## config.mk

```make
export PLATFORM = sky130hd
export DESIGN_NAME = cmsf_top
export DESIGN_NICKNAME = d
export VERILOG_FILES = /design/src/design/cmsf_pkg.sv /design/src/design/cmsf_ctx_store.sv /design/src/design/cmsf_top.sv
export VERILOG_INCLUDE_DIRS = /design/src /design/src/design
export SDC_FILE = /design/constraint.sdc
export NUM_CORES = 1
export LEC_CHECK = 0
export BUFFER_PORTS_ARGS = -buffer_cell sky130_fd_sc_hd__buf_2
export CAP_MARGIN = 25
export CORE_MARGIN = 2
export CORE_UTILIZATION = 40
export DETAILED_ROUTE_END_ITERATION = 12
export GPL_TIMING_DRIVEN = 0
export PLACE_DENSITY_LB_ADDON = 0.12
export SLEW_MARGIN = 20
export SYNTH_ARGS = -nofsm -noshare
export SYNTH_HDL_FRONTEND = slang
export SYNTH_HIERARCHICAL = 1
export SYNTH_SLANG_ARGS = --single-unit
```

## constraint.sdc

```tcl
create_clock -name clk -period 2.54 [get_ports clk]
set_input_delay 0.254 -clock clk [delete_from_list [all_inputs] [get_ports clk]]
set_output_delay 0.254 -clock clk [all_outputs]
set_load 0.02 [all_outputs]
```

## src/design/cmsf_defs.svh

```systemverilog
// Bit positions, reset values, privilege codes and access sizes of the mode and flags block.
// Assumes that it is included by bare name wherever these constants are needed.
`ifndef CMSF_DEFS_SVH
`define CMSF_DEFS_SVH

// System flags word field positions
`define CMSF_STEP_BIT 8
`define CMSF_IRQEN_BIT 9
`define CMSF_IOPRIV_LO 12
`define CMSF_IOPRIV_HI 13
`define CMSF_NEST_BIT 14
`define CMSF_RESUME_BIT 16
`define CMSF_V86_BIT 17
`define CMSF_ALIGN_BIT 18
`define CMSF_VIRQ_BIT 19
`define CMSF_VPEND_BIT 20
`define CMSF_PROBE_BIT 21

// Extended feature enable register field positions
`define CMSF_XF_LMEN_BIT 8
`define CMSF_XF_LACT_BIT 10

// Reset values; all system flags start clear
`define CMSF_FLAGS_RESET 32'h0000_0000
`define CMSF_XF_RESET 32'h0000_0000

// Privilege levels
`define CMSF_PL_KERNEL 2'h0
`define CMSF_PL_USER 2'h3

// Access sizes on the memory check port
`define CMSF_SZ_WORD 2'h1
`define CMSF_SZ_DWORD 2'h2
`define CMSF_SZ_QWORD 2'h3

`endif

```

## src/design/cmsf_pkg.sv

```systemverilog
// Types shared by the mode and flags block and its context store.
// Assumes nothing beyond a SystemVerilog compiler.
package cmsf_pkg;

  // Operating mode of the processor
  typedef enum logic [2:0] {
    CMSF_MODE_REAL,
    CMSF_MODE_PROT,
    CMSF_MODE_V86,
    CMSF_MODE_COMPAT,
    CMSF_MODE_LONG64,
    CMSF_MODE_MGMT
  } cmsf_mode_e;

  // Kind of instruction reported on completion
  typedef enum logic [2:0] {
    CMSF_INS_OTHER,
    CMSF_INS_FLAGS_POP,
    CMSF_INS_IRQ_RET,
    CMSF_INS_IRQ_DISABLE,
    CMSF_INS_IRQ_ENABLE,
    CMSF_INS_RESUME_MGMT,
    CMSF_INS_TASK_ENTRY
  } cmsf_instr_e;

endpackage

```

## src/design/cmsf_ctx_store.sv

```systemverilog
// Context store for system management entry: holds flags word, mode and long-mode state.
// Assumes one writer on the processor clock; read data lag the store by one cycle.
`timescale 1ns/10ps

module cmsf_ctx_store #(
  parameter int WIDTH = 32
) (
  // Clock and reset
  input wire logic clk,
  input wire logic sys_rst,
  // Save side
  input wire logic save_en,
  input wire logic [WIDTH-1:0] save_flags,
  input wire cmsf_pkg::cmsf_mode_e save_mode,
  input wire logic save_long,
  // Registered read side
  output logic [WIDTH-1:0] rd_flags,
  output cmsf_pkg::cmsf_mode_e rd_mode,
  output logic rd_long
);
  import cmsf_pkg::*;

  logic [WIDTH-1:0] flags_mem_r;
  cmsf_mode_e mode_mem_r;
  logic long_mem_r;

  ////////////////////////////////////////////////////////////////////////////
  // Storage written once per entry
  always_ff @(posedge clk) begin
    if (sys_rst) begin
      flags_mem_r <= '0;
      mode_mem_r <= CMSF_MODE_REAL;
      long_mem_r <= 1'b0;
    end else if (save_en) begin
      flags_mem_r <= save_flags;
      mode_mem_r <= save_mode;
      long_mem_r <= save_long;
    end
  end

  ////////////////////////////////////////////////////////////////////////////
  // Read data from a register, so the restore path has no long combinational reach
  always_ff @(posedge clk) begin
    if (sys_rst) begin
      rd_flags <= '0;
      rd_mode <= CMSF_MODE_REAL;
      rd_long <= 1'b0;
    end else begin
      rd_flags <= flags_mem_r;
      rd_mode <= mode_mem_r;
      rd_long <= long_mem_r;
    end
  end

endmodule

```

## src/design/cmsf_top.sv

```systemverilog
// Operating-mode controller and system part of the flags word.
// Assumes all inputs except the management pin come from logic on clk.
`timescale 1ns/10ps
`include "cmsf_defs.svh"

module cmsf_top (
  // Clock and reset
  input wire logic clk,
  input wire logic sys_rst,
  // Control bits from the control and feature registers
  input wire logic ctrl_prot_enable,
  input wire logic ctrl_paging_enable,
  input wire logic ctrl_align_mask,
  input wire logic ctrl_v86_ext_enable,
  input wire logic ctrl_prot_virq_enable,
  input wire logic xf_long_mode_enable,
  input wire logic code_seg_long_bit,
  input wire logic [1:0] cur_priv,
  // Management interrupt pin, active low, asynchronous
  input wire logic sys_mgmt_irq_pin_n,
  // Instruction completion
  input wire logic instr_done,
  input wire cmsf_pkg::cmsf_instr_e instr_kind,
  input wire logic [31:0] flags_wr_data,
  // Event checks
  input wire logic irq_request,
  input wire logic nmi_request,
  input wire logic instr_bkpt_hit,
  input wire logic io_access_req,
  input wire logic mem_access_req,
  input wire logic [2:0] mem_addr_low,
  input wire logic [1:0] mem_size,
  input wire logic mem_implicit_priv,
  // Mode and register state
  output cmsf_pkg::cmsf_mode_e cpu_mode,
  output logic [31:0] system_flags_word,
  output logic [31:0] xf_status_word,
  output logic mgmt_addr_space,
  // Event answers, registered one cycle after their request; virq_deliver is a level
  output logic irq_accept,
  output logic nmi_accept,
  output logic debug_exception,
  output logic io_grant,
  output logic io_fault,
  output logic align_fault,
  output logic general_protection_fault,
  output logic task_return,
  output logic virq_deliver
);
  import cmsf_pkg::*;

  ////////////////////////////////////////////////////////////////////////////
  // Declarations
  cmsf_mode_e mode_r;
  cmsf_mode_e mode_nxt;
  cmsf_mode_e ctx_mode;
  logic [31:0] flags_r;
  logic [31:0] ctx_flags;
  logic [31:0] xf_r;
  logic long_nxt;
  logic ctx_long;
  logic pin_sync1_r;
  logic pin_sync2_r;
  logic pin_prev_r;
  logic mgmt_edge;
  logic mgmt_enter;
  logic resume_fire;
  logic pop_or_ret;
  logic in_long;
  logic [1:0] io_priv;
  logic irqen_ok;
  logic v86_ext_path;
  logic virq_on;
  logic interrupt_return_instr_nest_fault;

  // Interrupt enable may be changed only at or above the I/O level
  function automatic logic irqen_change_ok(input logic [1:0] pl, input logic [1:0] iop);
    irqen_change_ok = (pl <= iop);
  endfunction

  // Word on odd byte, doubleword or quadword off its natural boundary
  function automatic logic misaligned(input logic [2:0] a, input logic [1:0] sz);
    case (sz)
      `CMSF_SZ_WORD: misaligned = a[0];
      `CMSF_SZ_DWORD: misaligned = |a[1:0];
      `CMSF_SZ_QWORD: misaligned = |a;
      default: misaligned = 1'b0;
    endcase
  endfunction

  ////////////////////////////////////////////////////////////////////////////
  // Shared decode
  assign io_priv = flags_r[`CMSF_IOPRIV_HI:`CMSF_IOPRIV_LO];
  assign in_long = xf_r[`CMSF_XF_LACT_BIT];
  assign pop_or_ret = instr_done &&
                      (instr_kind == CMSF_INS_FLAGS_POP || instr_kind == CMSF_INS_IRQ_RET);
  assign resume_fire = instr_done && (instr_kind == CMSF_INS_RESUME_MGMT) &&
                       (mode_r == CMSF_MODE_MGMT);
  assign irqen_ok = irqen_change_ok(cur_priv, io_priv);
  assign v86_ext_path = (mode_r == CMSF_MODE_V86) && ctrl_v86_ext_enable &&
                        (io_priv != `CMSF_PL_USER);
  assign virq_on = (ctrl_v86_ext_enable || ctrl_prot_virq_enable) &&
                   (io_priv != `CMSF_PL_USER);
  assign interrupt_return_instr_nest_fault = instr_done && (instr_kind == CMSF_INS_IRQ_RET) && in_long &&
                           flags_r[`CMSF_NEST_BIT];

  ////////////////////////////////////////////////////////////////////////////
  // Management pin synchroniser; only the second stage feeds the edge detect
  always_ff @(posedge clk) begin
    if (sys_rst) begin
      pin_sync1_r <= 1'b1;
      pin_sync2_r <= 1'b1;
      pin_prev_r <= 1'b1;
    end else begin
      pin_sync1_r <= sys_mgmt_irq_pin_n;
      pin_sync2_r <= pin_sync1_r;
      pin_prev_r <= pin_sync2_r;
    end
  end

  // A falling edge requests entry; edges seen while already inside are dropped
  assign mgmt_edge = pin_prev_r && !pin_sync2_r;
  assign mgmt_enter = mgmt_edge && (mode_r != CMSF_MODE_MGMT);

  ////////////////////////////////////////////////////////////////////////////
  // Long mode activity: entered only from protected mode with paging and enable
  always_comb begin
    long_nxt = ctrl_prot_enable && ctrl_paging_enable && xf_long_mode_enable &&
               (mode_r == CMSF_MODE_PROT || in_long);
  end

  // Next operating mode; management mode wins over every other indication
  always_comb begin
    mode_nxt = mode_r;
    if (mgmt_enter) begin
      mode_nxt = CMSF_MODE_MGMT;
    end else if (mode_r == CMSF_MODE_MGMT) begin
      if (resume_fire) begin
        mode_nxt = ctx_mode;
      end else begin
        mode_nxt = CMSF_MODE_MGMT;
      end
    end else if (!ctrl_prot_enable) begin
      mode_nxt = CMSF_MODE_REAL;
    end else if (long_nxt) begin
      mode_nxt = code_seg_long_bit ? CMSF_MODE_LONG64 : CMSF_MODE_COMPAT;
    end else if (flags_r[`CMSF_V86_BIT]) begin
      mode_nxt = CMSF_MODE_V86;
    end else begin
      mode_nxt = CMSF_MODE_PROT;
    end
  end

  ////////////////////////////////////////////////////////////////////////////
  // Mode register
  always_ff @(posedge clk) begin
    if (sys_rst) begin
      mode_r <= CMSF_MODE_REAL;
    end else begin
      mode_r <= mode_nxt;
    end
  end

  // Feature register: enable mirrors the control, activity tracks the mode
  always_ff @(posedge clk) begin
    if (sys_rst) begin
      xf_r <= `CMSF_XF_RESET;
    end else begin
      xf_r[`CMSF_XF_LMEN_BIT] <= xf_long_mode_enable;
      if (mgmt_enter) begin
        xf_r[`CMSF_XF_LACT_BIT] <= in_long;
      end else if (mode_r == CMSF_MODE_MGMT) begin
        if (resume_fire) begin
          xf_r[`CMSF_XF_LACT_BIT] <= ctx_long;
        end
      end else begin
        xf_r[`CMSF_XF_LACT_BIT] <= long_nxt;
      end
    end
  end

  ////////////////////////////////////////////////////////////////////////////
  // Saved context for the management excursion
  cmsf_ctx_store #(
    .WIDTH(32)
  ) u_ctx (
    .clk(clk),
    .sys_rst(sys_rst),
    .save_en(mgmt_enter),
    .save_flags(flags_r),
    .save_mode(mode_r),
    .save_long(in_long),
    .rd_flags(ctx_flags),
    .rd_mode(ctx_mode),
    .rd_long(ctx_long)
  );

  // Separate address space select follows the mode
  always_ff @(posedge clk) begin
    if (sys_rst) begin
      mgmt_addr_space <= 1'b0;
    end else begin
      mgmt_addr_space <= (mode_nxt == CMSF_MODE_MGMT);
    end
  end

  ////////////////////////////////////////////////////////////////////////////
  // System flags. The pending bit moves only on a software load, never by itself.
  always_ff @(posedge clk) begin
    if (sys_rst) begin
      flags_r <= `CMSF_FLAGS_RESET;
    end else if (resume_fire) begin
      flags_r <= ctx_flags;
    end else if (instr_done) begin
      case (instr_kind)
        CMSF_INS_FLAGS_POP, CMSF_INS_IRQ_RET: begin
          if (!interrupt_return_instr_nest_fault) begin
            // New step value only counts from the next completion onward
            flags_r[`CMSF_STEP_BIT] <= flags_wr_data[`CMSF_STEP_BIT];
            flags_r[`CMSF_NEST_BIT] <= flags_wr_data[`CMSF_NEST_BIT];
            flags_r[`CMSF_RESUME_BIT] <= flags_wr_data[`CMSF_RESUME_BIT];
            flags_r[`CMSF_ALIGN_BIT] <= flags_wr_data[`CMSF_ALIGN_BIT];
            flags_r[`CMSF_VPEND_BIT] <= flags_wr_data[`CMSF_VPEND_BIT];
            flags_r[`CMSF_PROBE_BIT] <= flags_wr_data[`CMSF_PROBE_BIT];
            flags_r[`CMSF_VIRQ_BIT] <= flags_wr_data[`CMSF_VIRQ_BIT];
            if (cur_priv == `CMSF_PL_KERNEL) begin
              flags_r[`CMSF_IOPRIV_HI:`CMSF_IOPRIV_LO] <=
                flags_wr_data[`CMSF_IOPRIV_HI:`CMSF_IOPRIV_LO];
            end
            if (irqen_ok) begin
              flags_r[`CMSF_IRQEN_BIT] <= flags_wr_data[`CMSF_IRQEN_BIT];
            end else if (v86_ext_path) begin
              flags_r[`CMSF_VIRQ_BIT] <= flags_wr_data[`CMSF_IRQEN_BIT];
            end
            // Only a return may switch into v86; long mode ignores the attempt
            if (instr_kind == CMSF_INS_IRQ_RET && !in_long) begin
              flags_r[`CMSF_V86_BIT] <= flags_wr_data[`CMSF_V86_BIT];
            end
          end
        end
        CMSF_INS_IRQ_DISABLE, CMSF_INS_IRQ_ENABLE: begin
          if (irqen_ok) begin
            flags_r[`CMSF_IRQEN_BIT] <= (instr_kind == CMSF_INS_IRQ_ENABLE);
          end else if (v86_ext_path) begin
            flags_r[`CMSF_VIRQ_BIT] <= (instr_kind == CMSF_INS_IRQ_ENABLE);
          end
          flags_r[`CMSF_RESUME_BIT] <= 1'b0;
        end
        CMSF_INS_TASK_ENTRY: begin
          if (!in_long) begin
            flags_r[`CMSF_NEST_BIT] <= 1'b1;
          end
          flags_r[`CMSF_RESUME_BIT] <= 1'b0;
        end
        default: begin
          flags_r[`CMSF_RESUME_BIT] <= 1'b0;
        end
      endcase
    end
  end

  ////////////////////////////////////////////////////////////////////////////
  // Protection fault for denied enable changes and nested return in long mode
  always_ff @(posedge clk) begin
    if (sys_rst) begin
      general_protection_fault <= 1'b0;
    end else begin
      general_protection_fault <= interrupt_return_instr_nest_fault ||
        (instr_done && !irqen_ok && !v86_ext_path && (mode_r != CMSF_MODE_REAL) &&
         (instr_kind == CMSF_INS_IRQ_DISABLE || instr_kind == CMSF_INS_IRQ_ENABLE));
    end
  end

  // Task return is signalled when a return finds the nested flag outside long mode
  always_ff @(posedge clk) begin
    if (sys_rst) begin
      task_return <= 1'b0;
    end else begin
      task_return <= instr_done && (instr_kind == CMSF_INS_IRQ_RET) && !in_long &&
                     flags_r[`CMSF_NEST_BIT];
    end
  end

  ////////////////////////////////////////////////////////////////////////////
  // Interrupt gating: the enable flag never touches nonmaskable requests
  always_ff @(posedge clk) begin
    if (sys_rst) begin
      irq_accept <= 1'b0;
      nmi_accept <= 1'b0;
      virq_deliver <= 1'b0;
    end else begin
      irq_accept <= irq_request && flags_r[`CMSF_IRQEN_BIT];
      nmi_accept <= nmi_request;
      virq_deliver <= virq_on && flags_r[`CMSF_VIRQ_BIT] && flags_r[`CMSF_VPEND_BIT];
    end
  end

  // Debug exceptions: step trap on completion, breakpoints masked by resume flag
  always_ff @(posedge clk) begin
    if (sys_rst) begin
      debug_exception <= 1'b0;
    end else begin
      debug_exception <= (instr_done && flags_r[`CMSF_STEP_BIT]) ||
                         (instr_bkpt_hit && !flags_r[`CMSF_RESUME_BIT]);
    end
  end

  // I/O permission check against the current privilege
  always_ff @(posedge clk) begin
    if (sys_rst) begin
      io_grant <= 1'b0;
      io_fault <= 1'b0;
    end else begin
      io_grant <= io_access_req && (cur_priv <= io_priv);
      io_fault <= io_access_req && (cur_priv > io_priv);
    end
  end

  // Alignment check, user level and explicit references only
  always_ff @(posedge clk) begin
    if (sys_rst) begin
      align_fault <= 1'b0;
    end else begin
      align_fault <= mem_access_req && flags_r[`CMSF_ALIGN_BIT] && ctrl_align_mask &&
                     (cur_priv == `CMSF_PL_USER) && !mem_implicit_priv &&
                     misaligned(mem_addr_low, mem_size);
    end
  end

  ////////////////////////////////////////////////////////////////////////////
  // Outputs straight from flops
  assign cpu_mode = mode_r;
  assign system_flags_word = flags_r;
  assign xf_status_word = xf_r;
endmodule

```

==> impl_metrics.toml <==
[worst_setup_path]
slowest_stage = "dfxtp_1"
critical_path_class = "flop to flop"
crit_chain = "inv_1 > ha_1 > nor2b_1 > o2111ai_1 > a211oi_1 > o21ai_0 > mux2_2"
worstPathRequired_ps = 2840
cp_data_arrival_time_ps = 2290
start_kind = "flop"
max_stage_delay_ps = 400
cp-end-kind = "flop"
worstPathMaxFanout = 5

[power]
power_switching_share_pct = 22.4
clockPowerShare_pct = 50.4
combPwrFrac_pct = 7.0
seqPwrFrac_pct = 42.6
p_per_area_mw_per_mm2 = 765
p_int_mw = 3.56
leakage_nw = 2.66
vdd_drop_max_v = 0.000468
net-switching-power_mw = 1.03

[clock_network]
cts_tree = "yes"
cts_sinks = 122
path_clk_slew_ps = 60
cts_hold_buf = 0
clk_latency_ps = 410
cts_setup_buffers = 0
post_cts_resized = 0
clock_path_buffers = 2
cts-root-buf = "clkbuf_16"
htreeDepth = 4
cts_inserted_buffers = 17

[detailed_routing]
final_antenna_net_count = 0
drt-vias-per-instance = 4.64
drt-total-wl_um = 11000
vias = 3572
firstDrtPassIters = 4
routedWlPerCell_um = 14.4
first_iter_violations = 165
drc_errors = 0

[synth]
yosysTopAreaCell = "dfxtp_1"
ys_top_cells_by_area = "dfxtp_1, mux2i_1, nor2b_1"
synth_edf_count = 0
synthFlopType = "dfxtp_1"
ys_ff_latch = 122
ys_warn_count = 6
syn-cell-area_mm2 = 0.00473
post-synth-top-area-fraction_pct = 51.6
syn_area_per_cell_um2 = 9.78
yosysSeqAreaShare_pct = 51.6
synth_cell_types = 46
async_flop_share_pct = 0
syn_inst = 484

[layout]
final_common_cell = "dfxtp_1"
diodes = 0
syn2layout_area_growth_pct = 26.9
register_area_mm2 = 0.00244
design_area_mm2 = 0.00601
num-nets-final = 674
fin_util_pct = 52.4
multiInputGateArea_mm2 = 0.00196
mostFrequentLayoutCells = "dfxtp_1, buf_2, nand2_1"
fillCellCount = 1099
drive_above_1_share_pct = 27.5

[die]
start_util_pct = 41.3
die_x_um = 113
die_h_um = 113
dieArea_mm2 = 0.0127
rows = 39
ios = 136
coreArea_mm2 = 0.0115

[sta]
finalSetupViolCount = 0
max_slew_margin_pct = 61.2
min_period_over_period_pct = 78.2
worstMarginPinSlew_ps = 582
rsz0062_at_grt = "false"
fin_ws_ps = 555
fin_crit_ps = 1990
fmax_ghz = 0.504
maxSlewViolCount = 0
hold_viol = 0
fin_tns_setup_ps = 0
finClkSkew_ps = 4.62

[placed_design]
place_ws_ps = 565
port_buffers = 81
dp.final_hpwl_um = 7600
gp_congestion = 0.803
placed_area_mm2 = 0.00543

[global_routing]
grt_max_degree = 17
grt.total_usage_pct = 18.1
grt_pass1_wl_um = 17700
antenna_found_initial = 0
overflow = 0
grt_pass1_vias = 3539

[outcome]
status = "complete, no violations"

[min_path]
min_path_type = "primary input to flop"

[flow_run]
cap_violations = 0
[worst paths after layout]
path                         start  depth (start not counted)  slack [ps]                    end
min reg2reg            pin_sync1_r                          1         420            pin_sync2_r
max          system_flags_word[13]                          7         550  system_flags_word[19]
max reg2reg  system_flags_word[13]                          7         550  system_flags_word[19]
min                    nmi_request                          2          50             nmi_accept
[kinds of logic (layout without fill, tap and decap cells)]
logic type / after synthesis / count (layout) / share of synthesized area [%]
AND/OR/NAND/NOR: 181 / 181 / 18.9
flip-flops: 122 / 122 / 51.6
AO/OA/AOI/OAI: 64 / 64 / 8.43
buffers and inverters: 62 / 175 / 9.33
multiplexers: 50 / 50 / 10.8
adder cells (fa/ha/maj): 2 / 2 / 0.528
XOR/XNOR: 2 / 2 / 0.370
other: 1 / 30 / 0.0792
[power groups by stage]
stage          sequential, mW  clock, mW  combinational, mW
2_1_floorplan            2.01          0              0.212
3_3_place_gp             2.00          0              0.321
3_5_place_dp             2.00          0              0.323
4_1_cts                  1.96       2.36              0.325
5_1_grt                  1.96       2.46              0.350
6_report                 1.96       2.32              0.323
[flip-flops by register name, summed over array words and instances (netlist names), 2 cells and up]
name               count
xf_status_word         2
u_ctx/rd_flags        32
u_ctx/mode_mem_r       3
u_ctx/flags_mem_r     32
u_ctx/rd_mode          3
cpu_mode               3
system_flags_word     32
[cell type report]
type,instances,area share (%)
Multi-Input combinational cell,329,32.6
Clock inverter,6,1.00
Clock buffer,26,8.64
Buffer,58,7.10
Sequential cell,122,40.7
Tap cell,143,2.98
Inverter,4,0.250
Timing Repair Buffer,81,6.75
[per-stage QoR]
stage | power, mW | hold WS, ps | instances
6_report | 4.59 | 53.5 | 769
5_1_grt | 4.77 | 48.4 | 769
3_5_place_dp | 2.32 | 406 | 737
4_1_cts | 4.64 | 38.8 | 769
2_1_floorplan | 2.22 | 358 | 513
3_3_place_gp | 2.32 | 402 | 737
[Yosys cell counts, drive strengths merged, types with 2 or more instances]
master    n
nand2b    3
a311oi    2
mux2i    43
nor2     54
a21oi    33
nor3      4
mux2      7
a31oi     4
nor4      2
dfxtp   122
a21o      3
or2       4
ha        2
nand4     2
and3b     2
a211oi    3
xnor2     2
clkbuf   11
buf      47
nand2    56
o21ai    10
inv       4
nor3b     6
nor2b    44
[critical path: cells and delay by family, from the launching register on]
family	cells	cell delay, ps
adder cells (fa/ha/maj)	1	280
buffers and inverters	1	80
AO/OA/AOI/OAI	3	620
flip-flops	1	400
AND/OR/NAND/NOR	1	140
multiplexers	1	350
[routing by layer]
| metal | global-route usage (%) | wire length, µm | up-vias |
|---|---|---|---|
| met5 | 0 | 0 | - |
| met2 | 29.3 | 5130 | 98 |
| met3 | 6.21 | 705 | 15 |
| met1 | 22.3 | 5040 | 1650 |
| li1 | - | - | 1809 |
| met4 | 7.07 | 163 | 0 |
Power figures use the tool's default switching activity.
